**src/logic/tuoc_pkg.sv**
```systemverilog
// Operation
// RULE1 - At power-on all motors are off and key control flops are reset.
// RULE2 - Load request tensions tape, runs forward to load point, then stops.
// RULE3 - Load indicator lit while reel servos run and tape is tensioned.
// RULE4 - Each online pushbutton press toggles between online and offline.
// RULE5 - Online unit is remotely selectable; ready only when loaded at/past load point.
// RULE6 - Online indicator lit exactly while the unit is online.
// RULE7 - Local rewind accepted only when tensioned and offline, else ignored.
// RULE8 - Rewind indicator lit during any rewind, local or remote.
// RULE9 - Rewind reaching load point stops and reloads, ending 0.19 inch past marker.
// RULE10 - Rewind requested at load point unloads tape fully and drops tension.
// RULE11 - Local load and rewind buttons are ignored while online.
// RULE12 - Read indicator lit only when online, selected and in read status.
// RULE13 - Write indicator needs online, selected, write status and write ring.
// RULE14 - Select indicator lit whenever online and selected.
// RULE15 - Write-enable indicator follows the write ring, whatever the online state.
// RULE16 - Controller drives the address line matching the rotary switch; unit becomes selected.
// RULE17 - Offline test panel runs tape forward or reverse, normal or high speed.
// RULE18 - Write test writes a crystal-timed all-ones pattern on all tracks.
// RULE19 - Start and stop ramps last 15 ms at 25 ips, inverse to speed.
// RULE20 - Interface inputs are acted on only while online and selected.
// RULE21 - Interface outputs are held false when offline or not selected.
// RULE22 - Each pushbutton is synchronised, debounced and yields one single-cycle pulse.
package tuoc_pkg;
    localparam int CLK_HZ = 50_000_000;
    localparam int CNT_W = 24;
    localparam int TRACKS = 9;
    localparam int UNITS = 4;
    localparam int NORMAL_IPS = 25;
    localparam int HIGH_SPEED_RATIO = 4;
    localparam int RAMP_TIME_MS = 15;
    localparam int RAMP_CYC = RAMP_TIME_MS * (CLK_HZ / 1000);
    localparam int LOAD_OVER_MILS = 190;
    localparam int LOAD_OVER_CYC =
        LOAD_OVER_MILS * (CLK_HZ / 1000) / NORMAL_IPS;
    localparam int DEBOUNCE_MS = 5;
    localparam int DEBOUNCE_CYC = DEBOUNCE_MS * (CLK_HZ / 1000);
    localparam int WT_FLUX_HZ = 20_000;
    localparam int WT_CELL_CYC = CLK_HZ / WT_FLUX_HZ;
    localparam int BI_LOAD = 0;
    localparam int BI_ONLINE = 1;
    localparam int BI_REWIND = 2;
    localparam int BI_TEST = 3;
    localparam int BI_STOP = 4;
    localparam int BI_FWD = 5;
    localparam int BI_REV = 6;
    localparam int BI_FFWD = 7;
    localparam int BI_FREV = 8;
    localparam int BI_WTEST = 9;
    localparam int BTN_N = 10;
    localparam int SY_BOT = 0;
    localparam int SY_EOT = 1;
    localparam int SY_TENS = 2;
    localparam int SY_RING = 3;
    localparam int SY_IFREW = 4;
    localparam int SY_RDSEL = 5;
    localparam int SY_WRSEL = 6;
    localparam int SY_SW = 7;
    localparam int SY_ADDR = 9;
    localparam int SY_W = 13;
    typedef enum logic [2:0] {
        ST_UNTENS = 3'h0,
        ST_SEEK = 3'h1,
        ST_OVER = 3'h2,
        ST_STOP = 3'h3,
        ST_REWIND = 3'h4,
        ST_UNLOAD = 3'h5,
        ST_TEST = 3'h6
    } tuoc_state_t;
endpackage

```
**src/logic/tuoc_btn_if.sv**
```systemverilog
`timescale 1ns/1ps
`default_nettype none
interface tuoc_btn_if #(parameter int N = 1);
    wire [N-1:0] press;
    modport deb (output press);
    modport ctl (input press);
endinterface
`default_nettype wire

```
**src/logic/tuoc_top.sv**
```systemverilog
`timescale 1ns/1ps
`default_nettype none
module tuoc_top import tuoc_pkg::*; #(
    parameter int RAMP_CYCLES = RAMP_CYC,
    parameter int OVER_CYCLES = LOAD_OVER_CYC,
    parameter int DEB_CYCLES = DEBOUNCE_CYC
) (
    input wire logic CLK_SYS, // 50 MHz system clock
    input wire logic ARST_N, // Power-on reset, low
    input wire logic BTN_LOAD, // Load pushbutton
    input wire logic BTN_ONLINE, // Online pushbutton
    input wire logic BTN_REWIND, // Rewind pushbutton
    input wire logic BTN_TEST_MODE, // Test mode pushbutton
    input wire logic BTN_STOP, // Test panel stop
    input wire logic BTN_FWD, // Test panel forward run
    input wire logic BTN_REV, // Test panel reverse run
    input wire logic BTN_FAST_FWD, // Test panel fast forward
    input wire logic BTN_FAST_REV, // Test panel fast reverse
    input wire logic BTN_WRITE_TEST, // Test panel write test
    input wire logic SNS_LOAD_POINT, // Load-point marker seen
    input wire logic SNS_EOT, // End-of-tape marker seen
    input wire logic SNS_TENSION, // Tape under tension
    input wire logic SNS_WRITE_RING, // Write-permit ring present
    input wire logic [1:0] UNIT_SWITCH, // Rotary address switch
    input wire logic [UNITS-1:0] UNIT_ADDRESS_LINE, // Select lines
    input wire logic IF_REWIND, // Remote rewind level
    input wire logic IF_READ_SEL, // Remote read status
    input wire logic IF_WRITE_SEL, // Remote write status
    output logic SERVO_EN, // Reel servos on
    output logic CAPSTAN_FWD, // Capstan forward
    output logic CAPSTAN_REV, // Capstan reverse
    output logic CAPSTAN_HIGH, // Capstan high speed
    output logic CAPSTAN_RAMP, // Capstan in start/stop ramp
    output logic WRITE_GATE, // Write test writing
    output logic [TRACKS-1:0] WRITE_FLUX, // Write head levels
    output logic IND_LOAD, // Load lamp
    output logic IND_ONLINE, // Online lamp
    output logic IND_REWIND, // Rewind lamp
    output logic IND_READ, // Read lamp
    output logic IND_WRITE, // Write lamp
    output logic IND_SELECT, // Select lamp
    output logic IND_WRITE_EN, // Write enable lamp
    output logic IND_TEST, // Test mode lamp
    output logic IND_WRITE_TEST, // Write test lamp
    output logic IF_READY, // Ready to controller
    output logic IF_ONLINE, // Online to controller
    output logic IF_REWINDING, // Rewinding to controller
    output logic IF_LOAD_POINT, // At load point to controller
    output logic IF_EOT, // End of tape to controller
    output logic IF_WRITE_ENABLED // Write ring to controller
);
    localparam logic [CNT_W-1:0] RAMP_LAST = CNT_W'(RAMP_CYCLES - 1);
    localparam logic [CNT_W-1:0] RAMP_HI_LAST =
        CNT_W'(RAMP_CYCLES / HIGH_SPEED_RATIO - 1);
    localparam logic [CNT_W-1:0] OVER_LAST = CNT_W'(OVER_CYCLES - 1);
    localparam logic [CNT_W-1:0] CELL_LAST = CNT_W'(WT_CELL_CYC - 1);

    tuoc_state_t state_q;
    logic [CNT_W-1:0] tmr_q;
    logic [CNT_W-1:0] ramp_cnt_q;
    logic [CNT_W-1:0] cell_q;
    logic online_q;
    logic loaded_q;
    logic test_mode_q;
    logic wt_arm_q;
    logic run_fwd_q;
    logic run_high_q;
    logic rew_prev_q;
    logic [SY_W-1:0] async_in;
    logic [SY_W-1:0] meta_q;
    logic [SY_W-1:0] sync_q;
    logic [BTN_N-1:0] press;
    wire [BTN_N-1:0] btn_raw;

    logic at_bot;
    logic at_eot;
    logic tension;
    logic ring;
    logic selected;
    logic act;
    logic load_req;
    logic rew_req;
    logic test_go;
    logic test_end;
    logic rewinding;
    logic ready;
    logic wt_on;
    logic mv_fwd;
    logic mv_rev;
    logic mv_high;

    // Ramp length scales inversely with the speed it starts or stops from
    function automatic logic [CNT_W-1:0] ramp_len(input logic high);
        ramp_len = high ? RAMP_HI_LAST : RAMP_LAST; // see RULE19
    endfunction

    assign btn_raw[BI_LOAD] = BTN_LOAD;
    assign btn_raw[BI_ONLINE] = BTN_ONLINE;
    assign btn_raw[BI_REWIND] = BTN_REWIND;
    assign btn_raw[BI_TEST] = BTN_TEST_MODE;
    assign btn_raw[BI_STOP] = BTN_STOP;
    assign btn_raw[BI_FWD] = BTN_FWD;
    assign btn_raw[BI_REV] = BTN_REV;
    assign btn_raw[BI_FFWD] = BTN_FAST_FWD;
    assign btn_raw[BI_FREV] = BTN_FAST_REV;
    assign btn_raw[BI_WTEST] = BTN_WRITE_TEST;

    tuoc_btn_if #(.N(BTN_N)) btn_bus ();

    tuoc_debounce #(
        .N(BTN_N),
        .DEB_CYCLES(DEB_CYCLES)
    ) u_debounce (
        .clk(CLK_SYS),
        .rst_n(ARST_N),
        .raw(btn_raw),
        .btn(btn_bus.deb)
    );

    assign press = btn_bus.press;

    assign async_in[SY_BOT] = SNS_LOAD_POINT;
    assign async_in[SY_EOT] = SNS_EOT;
    assign async_in[SY_TENS] = SNS_TENSION;
    assign async_in[SY_RING] = SNS_WRITE_RING;
    assign async_in[SY_IFREW] = IF_REWIND;
    assign async_in[SY_RDSEL] = IF_READ_SEL;
    assign async_in[SY_WRSEL] = IF_WRITE_SEL;
    assign async_in[SY_SW +: 2] = UNIT_SWITCH;
    assign async_in[SY_ADDR +: UNITS] = UNIT_ADDRESS_LINE;

    // Switch and select lines share the same two-stage path
    always_ff @(posedge CLK_SYS or negedge ARST_N) begin
        if (!ARST_N) begin
            meta_q <= '0;
            sync_q <= '0;
        end else begin
            meta_q <= async_in;
            sync_q <= meta_q;
        end
    end

    assign at_bot = sync_q[SY_BOT];
    assign at_eot = sync_q[SY_EOT];
    assign tension = sync_q[SY_TENS];
    assign ring = sync_q[SY_RING];
    assign selected = sync_q[SY_ADDR + int'(sync_q[SY_SW +: 2])]; // see RULE16
    assign act = online_q & selected; // see RULE5, RULE20

    assign load_req = press[BI_LOAD] & ~online_q; // see RULE11
    // Remote rewind is edge triggered so a held level rewinds once
    assign rew_req = (press[BI_REWIND] & ~online_q & tension) | // see RULE7, RULE11
        (act & sync_q[SY_IFREW] & ~rew_prev_q); // see RULE20
    assign test_go = test_mode_q & ~online_q & (press[BI_FWD] |
        press[BI_REV] | press[BI_FFWD] | press[BI_FREV]); // see RULE17
    assign test_end = press[BI_STOP] | online_q |
        (run_fwd_q & at_eot) | (~run_fwd_q & at_bot);
    assign rewinding = (state_q == ST_REWIND) | (state_q == ST_UNLOAD);
    assign ready = loaded_q & tension & (state_q == ST_STOP); // see RULE5
    assign wt_on = wt_arm_q & ring & (state_q == ST_TEST) & run_fwd_q &
        ~run_high_q;

    always_ff @(posedge CLK_SYS or negedge ARST_N) begin
        if (!ARST_N) begin
            rew_prev_q <= 1'b0;
        end else begin
            rew_prev_q <= sync_q[SY_IFREW];
        end
    end

    always_ff @(posedge CLK_SYS or negedge ARST_N) begin
        if (!ARST_N) begin
            online_q <= 1'b0; // see RULE1
        end else if (press[BI_ONLINE]) begin
            online_q <= ~online_q; // see RULE4
        end
    end

    // Tape sequence
    always_ff @(posedge CLK_SYS or negedge ARST_N) begin
        if (!ARST_N) begin
            state_q <= ST_UNTENS; // see RULE1
            tmr_q <= '0;
        end else begin
            unique case (state_q)
                ST_UNTENS: begin
                    if (load_req) begin
                        state_q <= ST_SEEK; // see RULE2
                    end
                end
                ST_SEEK: begin
                    if (at_bot) begin
                        state_q <= ST_OVER;
                        tmr_q <= OVER_LAST;
                    end
                end
                ST_OVER: begin
                    if (tmr_q == '0) begin
                        state_q <= ST_STOP; // see RULE2
                    end else begin
                        tmr_q <= tmr_q - 1'b1;
                    end
                end
                ST_STOP: begin
                    if (!tension) begin
                        state_q <= ST_UNTENS;
                    end else if (rew_req) begin
                        state_q <= at_bot ? ST_UNLOAD : ST_REWIND; // see RULE10
                    end else if (test_go) begin
                        state_q <= ST_TEST;
                    end
                end
                ST_REWIND: begin
                    if (!tension) begin
                        state_q <= ST_UNTENS;
                    end else if (at_bot) begin
                        state_q <= ST_OVER; // see RULE9
                        tmr_q <= OVER_LAST;
                    end
                end
                ST_UNLOAD: begin
                    if (!tension) begin
                        state_q <= ST_UNTENS; // see RULE10
                    end
                end
                ST_TEST: begin
                    if (!tension) begin
                        state_q <= ST_UNTENS;
                    end else if (test_end) begin
                        state_q <= ST_STOP;
                    end
                end
                default: state_q <= ST_UNTENS;
            endcase
        end
    end

    always_ff @(posedge CLK_SYS or negedge ARST_N) begin
        if (!ARST_N) begin
            loaded_q <= 1'b0;
        end else if (state_q == ST_UNTENS || state_q == ST_UNLOAD) begin
            loaded_q <= 1'b0;
        end else if (state_q == ST_OVER && tmr_q == '0) begin
            loaded_q <= 1'b1;
        end
    end

    // Test panel runs only offline and from a stopped, tensioned tape
    always_ff @(posedge CLK_SYS or negedge ARST_N) begin
        if (!ARST_N) begin
            test_mode_q <= 1'b0;
            wt_arm_q <= 1'b0;
            run_fwd_q <= 1'b0;
            run_high_q <= 1'b0;
        end else begin
            if (online_q || state_q == ST_UNTENS) begin
                test_mode_q <= 1'b0;
            end else if (press[BI_TEST] && state_q == ST_STOP) begin
                test_mode_q <= ~test_mode_q;
            end
            if (!test_mode_q) begin
                wt_arm_q <= 1'b0;
            end else if (press[BI_WTEST] && state_q == ST_STOP) begin
                wt_arm_q <= ~wt_arm_q;
            end
            if (test_go && state_q == ST_STOP) begin
                run_fwd_q <= press[BI_FWD] | press[BI_FFWD]; // see RULE17
                run_high_q <= press[BI_FFWD] | press[BI_FREV];
            end
        end
    end

    always_comb begin
        mv_fwd = 1'b0;
        mv_rev = 1'b0;
        mv_high = 1'b0;
        unique case (state_q)
            ST_UNTENS, ST_STOP: begin
            end
            ST_SEEK, ST_OVER: begin
                mv_fwd = 1'b1; // see RULE2, RULE9
            end
            ST_REWIND, ST_UNLOAD: begin
                mv_rev = 1'b1;
                mv_high = 1'b1;
            end
            ST_TEST: begin
                mv_fwd = run_fwd_q;
                mv_rev = ~run_fwd_q;
                mv_high = run_high_q;
            end
            default: begin
            end
        endcase
    end

    // Any change of motion restarts the ramp; a stop ramps from old speed
    always_ff @(posedge CLK_SYS or negedge ARST_N) begin
        if (!ARST_N) begin
            SERVO_EN <= 1'b0; // see RULE1
            CAPSTAN_FWD <= 1'b0;
            CAPSTAN_REV <= 1'b0;
            CAPSTAN_HIGH <= 1'b0;
            CAPSTAN_RAMP <= 1'b0;
            ramp_cnt_q <= '0;
        end else begin
            SERVO_EN <= state_q != ST_UNTENS; // see RULE2, RULE10
            if ({mv_fwd, mv_rev, mv_high} !=
                {CAPSTAN_FWD, CAPSTAN_REV, CAPSTAN_HIGH}) begin
                CAPSTAN_FWD <= mv_fwd;
                CAPSTAN_REV <= mv_rev;
                CAPSTAN_HIGH <= mv_high;
                CAPSTAN_RAMP <= 1'b1;
                ramp_cnt_q <= ramp_len(mv_high | (CAPSTAN_HIGH &
                    ~(mv_fwd | mv_rev))); // see RULE19
            end else if (ramp_cnt_q != '0) begin
                ramp_cnt_q <= ramp_cnt_q - 1'b1;
            end else begin
                CAPSTAN_RAMP <= 1'b0;
            end
        end
    end

    // One flux reversal per cell gives ones on every track
    always_ff @(posedge CLK_SYS or negedge ARST_N) begin
        if (!ARST_N) begin
            cell_q <= '0;
            WRITE_FLUX <= '0;
            WRITE_GATE <= 1'b0;
        end else begin
            WRITE_GATE <= wt_on;
            if (!wt_on) begin
                cell_q <= '0;
            end else if (cell_q == CELL_LAST) begin
                cell_q <= '0;
                WRITE_FLUX <= ~WRITE_FLUX; // see RULE18
            end else begin
                cell_q <= cell_q + 1'b1;
            end
        end
    end

    assign IND_ONLINE = online_q; // see RULE6
    assign IND_TEST = test_mode_q;
    assign IND_WRITE_TEST = wt_arm_q;

    always_ff @(posedge CLK_SYS or negedge ARST_N) begin
        if (!ARST_N) begin
            IND_LOAD <= 1'b0;
            IND_REWIND <= 1'b0;
            IND_READ <= 1'b0;
            IND_WRITE <= 1'b0;
            IND_SELECT <= 1'b0;
            IND_WRITE_EN <= 1'b0;
        end else begin
            IND_LOAD <= (state_q != ST_UNTENS) & tension; // see RULE3
            IND_REWIND <= rewinding; // see RULE8
            IND_READ <= act & sync_q[SY_RDSEL] & ~sync_q[SY_WRSEL]; // see RULE12
            IND_WRITE <= act & sync_q[SY_WRSEL] & ring; // see RULE13
            IND_SELECT <= act; // see RULE14
            IND_WRITE_EN <= ring; // see RULE15
        end
    end

    // Controller sees nothing unless this unit is online and addressed
    always_ff @(posedge CLK_SYS or negedge ARST_N) begin
        if (!ARST_N) begin
            IF_READY <= 1'b0;
            IF_ONLINE <= 1'b0;
            IF_REWINDING <= 1'b0;
            IF_LOAD_POINT <= 1'b0;
            IF_EOT <= 1'b0;
            IF_WRITE_ENABLED <= 1'b0;
        end else begin
            IF_READY <= act & ready; // see RULE5, RULE21
            IF_ONLINE <= act; // see RULE21
            IF_REWINDING <= act & rewinding; // see RULE21
            IF_LOAD_POINT <= act & at_bot & tension; // see RULE21
            IF_EOT <= act & at_eot; // see RULE21
            IF_WRITE_ENABLED <= act & ring; // see RULE21
        end
    end
endmodule
`default_nettype wire

```
**src/logic/tuoc_debounce.sv**
```systemverilog
`timescale 1ns/1ps
`default_nettype none
module tuoc_debounce import tuoc_pkg::*; #(
    parameter int N = 1,
    parameter int DEB_CYCLES = DEBOUNCE_CYC
) (
    input wire logic clk, // System clock
    input wire logic rst_n, // Async reset, low
    input wire logic [N-1:0] raw, // Raw buttons, high = pressed
    tuoc_btn_if.deb btn // Press pulses
);
    localparam logic [CNT_W-1:0] DEB_LAST = CNT_W'(DEB_CYCLES - 1);

    genvar i;
    generate
        for (i = 0; i < N; i++) begin : g_btn
            logic meta_q;
            logic sync_q;
            logic stable_q;
            logic press_q;
            logic [CNT_W-1:0] cnt_q;
            always_ff @(posedge clk or negedge rst_n) begin
                if (!rst_n) begin
                    meta_q <= 1'b0;
                    sync_q <= 1'b0;
                end else begin
                    meta_q <= raw[i];
                    sync_q <= meta_q; // see RULE22
                end
            end
            // Level must hold for the whole window; bounces restart it
            always_ff @(posedge clk or negedge rst_n) begin
                if (!rst_n) begin
                    stable_q <= 1'b0;
                    press_q <= 1'b0;
                    cnt_q <= '0;
                end else begin
                    press_q <= 1'b0;
                    if (sync_q == stable_q) begin
                        cnt_q <= '0;
                    end else if (cnt_q == DEB_LAST) begin
                        cnt_q <= '0;
                        stable_q <= sync_q;
                        press_q <= sync_q; // see RULE22
                    end else begin
                        cnt_q <= cnt_q + 1'b1;
                    end
                end
            end
            assign btn.press[i] = press_q;
        end
    endgenerate
endmodule
`default_nettype wire

```
**config.mk**
```make
export PLATFORM = sky130hd
export DESIGN_NAME = tuoc_top
export DESIGN_NICKNAME = d
export VERILOG_FILES = /design/src/logic/tuoc_pkg.sv /design/src/logic/tuoc_btn_if.sv /design/src/logic/tuoc_top.sv /design/src/logic/tuoc_debounce.sv
export SDC_FILE = /design/constraint.sdc
export NUM_CORES = 1
export LEC_CHECK = 0
export ABC_AREA = 1
export BUFFER_PORTS_ARGS = -buffer_cell sky130_fd_sc_hd__buf_2
export CAP_MARGIN = 40
export CORE_MARGIN = 2
export CORE_UTILIZATION = 60
export DETAILED_ROUTE_END_ITERATION = 8
export PLACE_DENSITY = 0.75
export SYNTH_ARGS = -nofsm -noshare
export SYNTH_HDL_FRONTEND = slang
export SYNTH_SLANG_ARGS = --single-unit
```
**constraint.sdc**
```tcl
create_clock -name CLK_SYS -period 1.89 [get_ports CLK_SYS]
set_input_delay 0.2835 -clock CLK_SYS [delete_from_list [all_inputs] [get_ports CLK_SYS]]
set_output_delay 0.2835 -clock CLK_SYS [all_outputs]
set_load 0.02 [all_outputs]
```
==> impl.org <==
** Global routing
- The total overflow left after global routing is 0.
- Global-route wire length before repair :: 82770 um
- Entering global routing, the biggest net connects between 60 and 70 pins.
- Antenna violations before repair :: 0
- Global routing used between 20% and 30% of the available tracks across all layers.
- The number of global-route vias before repair is 17580.

** Cells and area
- The finished cells cover about 0.025 mm2.
- For this run, the number of standard cells in the final layout without fillers is 3318.
- Leaving out fill and tap cells, the most frequent cell in the layout is sky130_fd_sc_hd__nor2_1.
- Across the whole layout, storage elements account for 0.01037 mm2.
- The repair_antennas step left the layout with diodes totalling 0.
- Measured on the finished design, the core utilization comes to 72.39%.
- At the end of the flow, the number of nets in the layout was 2869.
- In the final layout, the share of cells above drive strength 1 is 14.15%.
- In the final layout, the multi-input gates occupy between 0.009 and 0.01 mm2.
- Relative to the synthesized area, the layout overhead comes to 18.53%.
- In the layout the commonest cells are 498 x sky130_fd_sc_hd__nor2_1, 449 x sky130_fd_sc_hd__nand2_1, 408 x sky130_fd_sc_hd__dfrtp_1.
- Counting the fill cells in the layout gives 2637.

** Floorplan
- From left edge to right edge, the die measures 191.5 um.
- The floorplan step set the die height to 191.5 um.
- Pin placement for this block handled 55 I/O pins.
- Total Die Area :: 0.03668 mm2
- Row generation in the floorplan step produced 68 rows.
- Placeable core region :: 0.03454 mm2
- Initial core utilization :: 61.08%

** STA
- Across all setup checks in the final design, the least slack found is about 0.034 ns.
- Counting I/O delays and the setup requirement, the final critical path takes 1.856 ns.
- The number of pins exceeding their max-slew limit in the final report is 0.
- Setup violations remaining at the end of the flow were counted as 0.
- Of the available clock period, the critical path in the final layout requires 98.19%.
- Summed over all failing endpoints, the final setup total negative slack is 0 ns.
- Measured against its own limit, the worst slew margin works out to 64.11%.
- Clock skew on the completed layout was measured at 0.02524 ns.
- Unrepaired setup endpoints after global routing :: true
- Derived from the worst setup path, the maximum achievable clock frequency is 538.9 MHz.
- The number of endpoints with negative hold slack in the final report came to 0.
- Worst-margin pin slew :: around 0.54 ns

** Critical path
- CP required :: about 2.4 ns
- Arrival time at the worst endpoint :: 2.33 ns
- End of the worst register-to-register path :: u_debounce.g_btn[2].cnt_q[15]
- Crit path capture type :: flop
- Nature of the critical path startpoint :: flop
- Maximum fanout count along the critical path :: 5
- R2R depth :: 10
- The worst register-to-register path has a setup slack of around 0.034 ns.
- The worst setup path is of the reg2reg kind.
- The worst register-to-register path begins at u_debounce.g_btn[2].cnt_q[0].
- The most critical setup path has its startpoint at u_debounce.g_btn[2].cnt_q[0].

** CTS
- TritonCTS clock tree :: built
- No sink is reached through more buffers than the 3 on the longest clock path.
- The clock net in this run drives a total of just over 400 sinks.
- Root buffer cell :: sky130_fd_sc_hd__clkbuf_16
- Number of buffers added by the clock tree synthesis step :: between 40 and 50
- Htree depth :: 2
- Clock transition time at the flip-flop clock pins of the worst setup and hold paths :: 0.06 ns
- Clock latency on the worst-skew pair, taken at its later pin, is 0.59 ns.

** Logic synthesis
- Mapped Cells :: approximately 2600
- The mapped netlist covers 0.02110 mm2.
- After synthesis, flip-flops and latches occupy 49.10% of the total area.
- Yosys mapped the design onto 44 distinct sky130hd cell types.
- Post-Synthesis Net Count :: roughly 2700
- Synthesis inferred between 400 and 500 register bits.
- The Yosys step of the flow raised 0 warnings.
- Avg Cell Area, Syn :: 8.074 um2

** Run
- Across the run, the number of max-cap violations was 0.

** Placed design
- Timing analysis after detailed placement gives a worst setup slack of approximately 0.014 ns.
- Routability-driven placement finished with a final weighted congestion of 0.9632.
- DP HPWL :: 34970 um
- The number of placed instances, taps included, is about 3200.
- Buffers placed on the I/O ports in this run total 54.
- Summing all placed instances gives a cell area of 0.02268 mm2.

** Drt
- The first detailed-routing pass ran for 5 iterations.
- The detailed router finished its first iteration with 1329 violations.
- The count of nets left with antenna violations once routing finished came out at 0.
- Post-DR vias/cell :: between 5 and 6
- Post-route DRC violation count :: 0
- The routed layout has 18430 vias.
- Final routed wirelength across all metal layers :: around 50000 um
- After detailed routing, the average wire length per cell comes to roughly 15 um.

** Worst hold path
- The path class of the tightest hold or removal check is in2async.

** Power and ir drop
- For this design the ratio of total power to cell area is between 700 and 800 mW/mm2.
- Across the VDD grid, the largest voltage drop is 0.0007907 V.
- The analysis attributes to cell leakage a power of 11.53 nW.

** Status
- The run finished with clean final reports.
-- worst max-delay path, stage by stage, from the launching register on --
cell and delay, ns:
sky130_fd_sc_hd__dfrtp_1 0.38, sky130_fd_sc_hd__ha_2 0.21, sky130_fd_sc_hd__nand2_1 0.11, sky130_fd_sc_hd__nor2_4 0.14, sky130_fd_sc_hd__inv_1 0.10, sky130_fd_sc_hd__nor4_4 0.29
sky130_fd_sc_hd__nand3_2 0.16, sky130_fd_sc_hd__nand2_4 0.13, sky130_fd_sc_hd__inv_1 0.10, sky130_fd_sc_hd__nand2_1 0.09, sky130_fd_sc_hd__nor2_1 0.04
-- final cells by class --
class	instances	area share, %
well taps	455	2.277
inverters	303	4.563
repair buffers	192	5.919
multi-input cells	1875	39.87
flip-flops and latches	414	41.46
clock inverters	19	0.9106
clock buffers	60	5.003
-- what timing repair did --
item	CTS	global route
endpoints found under the setup margin	6	141
setup buffers	0	14
resized for setup	3	119
pin swaps	1	21
endpoints found under the hold margin	99	0
hold buffers	24	0
-- how the worst max path moves through the flow --
stage / end / cells after the start / slack [ns]
final: u_debounce.g_btn[2].cnt_q[15] / 10 / 0.03
after global routing: u_debounce.g_btn[2].cnt_q[17] / 10 / -0.06
after CTS: u_debounce.g_btn[4].cnt_q[16] / 8 / 0.005
after detailed placement: u_debounce.g_btn[2].cnt_q[15] / 10 / 0.01
after global placement: u_debounce.g_btn[2].cnt_q[17] / 10 / 0.05
after floorplan: state_q[0] / 11 / 0.19
-- synthesized netlist by cell type (all sizes together) --
library cell	instances	area share (%)
a31o	1	0.042
a31oi	16	0.47
nor3b	27	0.98
o21a	6	0.21
clkbuf	11	0.20
and3	7	0.21
xor2	124	5.1
o31ai	1	0.036
nor3	167	4.4
o211ai	6	0.21
nor2	528	9.7
o21ai	45	1.1
nand2b	5	0.15
ha	14	0.83
a21oi	65	1.5
o221ai	1	0.042
nand2	469	8.5
dfrtp	414	49
inv	299	5.3
a22oi	1	0.036
clkinv	4	0.071
o21bai	3	0.11
nand3b	9	0.32
nand4	113	3.4
or2	23	0.68
a211oi	6	0.21
buf	10	0.28
nor4	66	2.0
xnor2	29	1.3
nand3	142	3.5
and2	1	0.030
-- where the power goes --
part / internal (mW) / switching, mW / leakage (nW)
logic: 0.201 / 0.394 / 5.15
registers: 8.97 / 0.0772 / 5.64
clock network: 5.20 / 3.57 / 0.731
-- flip-flops by register name, summed over array words and instances (netlist names), 10 cells and up --
name and flops:
cell_q 24, meta_q 13, ramp_cnt_q 24, sync_q 13, tmr_q 24, u_debounce.g_btn.cnt_q 240, u_debounce.g_btn.meta_q 10, u_debounce.g_btn.press_q 10
u_debounce.g_btn.stable_q 10, u_debounce.g_btn.sync_q 10
-- layer usage --
metal | wire (um) | GRT usage [%] | vias to the layer above | share of wire (%)
li1 | - | - | 9018 | -
met1 | 22160 | 38.15 | 8730 | 44
met2 | 23840 | 45.03 | 581 | 48
met3 | 2795 | 3.672 | 101 | 5.6
met4 | 1163 | 8.462 | 0 | 2.3
met5 | 0 | 0 | - | 0
-- through the flow --
step / hold slack [ns] / power (mW)
finish: 0.2285 / 18.41
global route: 0.2510 / 19.09
CTS: 0.2224 / 18.60
detailed placement: 0.2312 / 9.737
global placement: 0.2297 / 9.719
floorplan: -0.01209 / 9.378
-- cells by family after synthesis --
kind of cell / synth area share [%]
AO/OA/AOI/OAI: 4.039
flip-flops: 49.10
XOR/XNOR: 6.423
AND/OR/NAND/NOR: 33.73
adder cells (fa/ha/maj): 0.8303
buffers and inverters: 5.871
No activity file was read; power rests on OpenSTA's default activity.
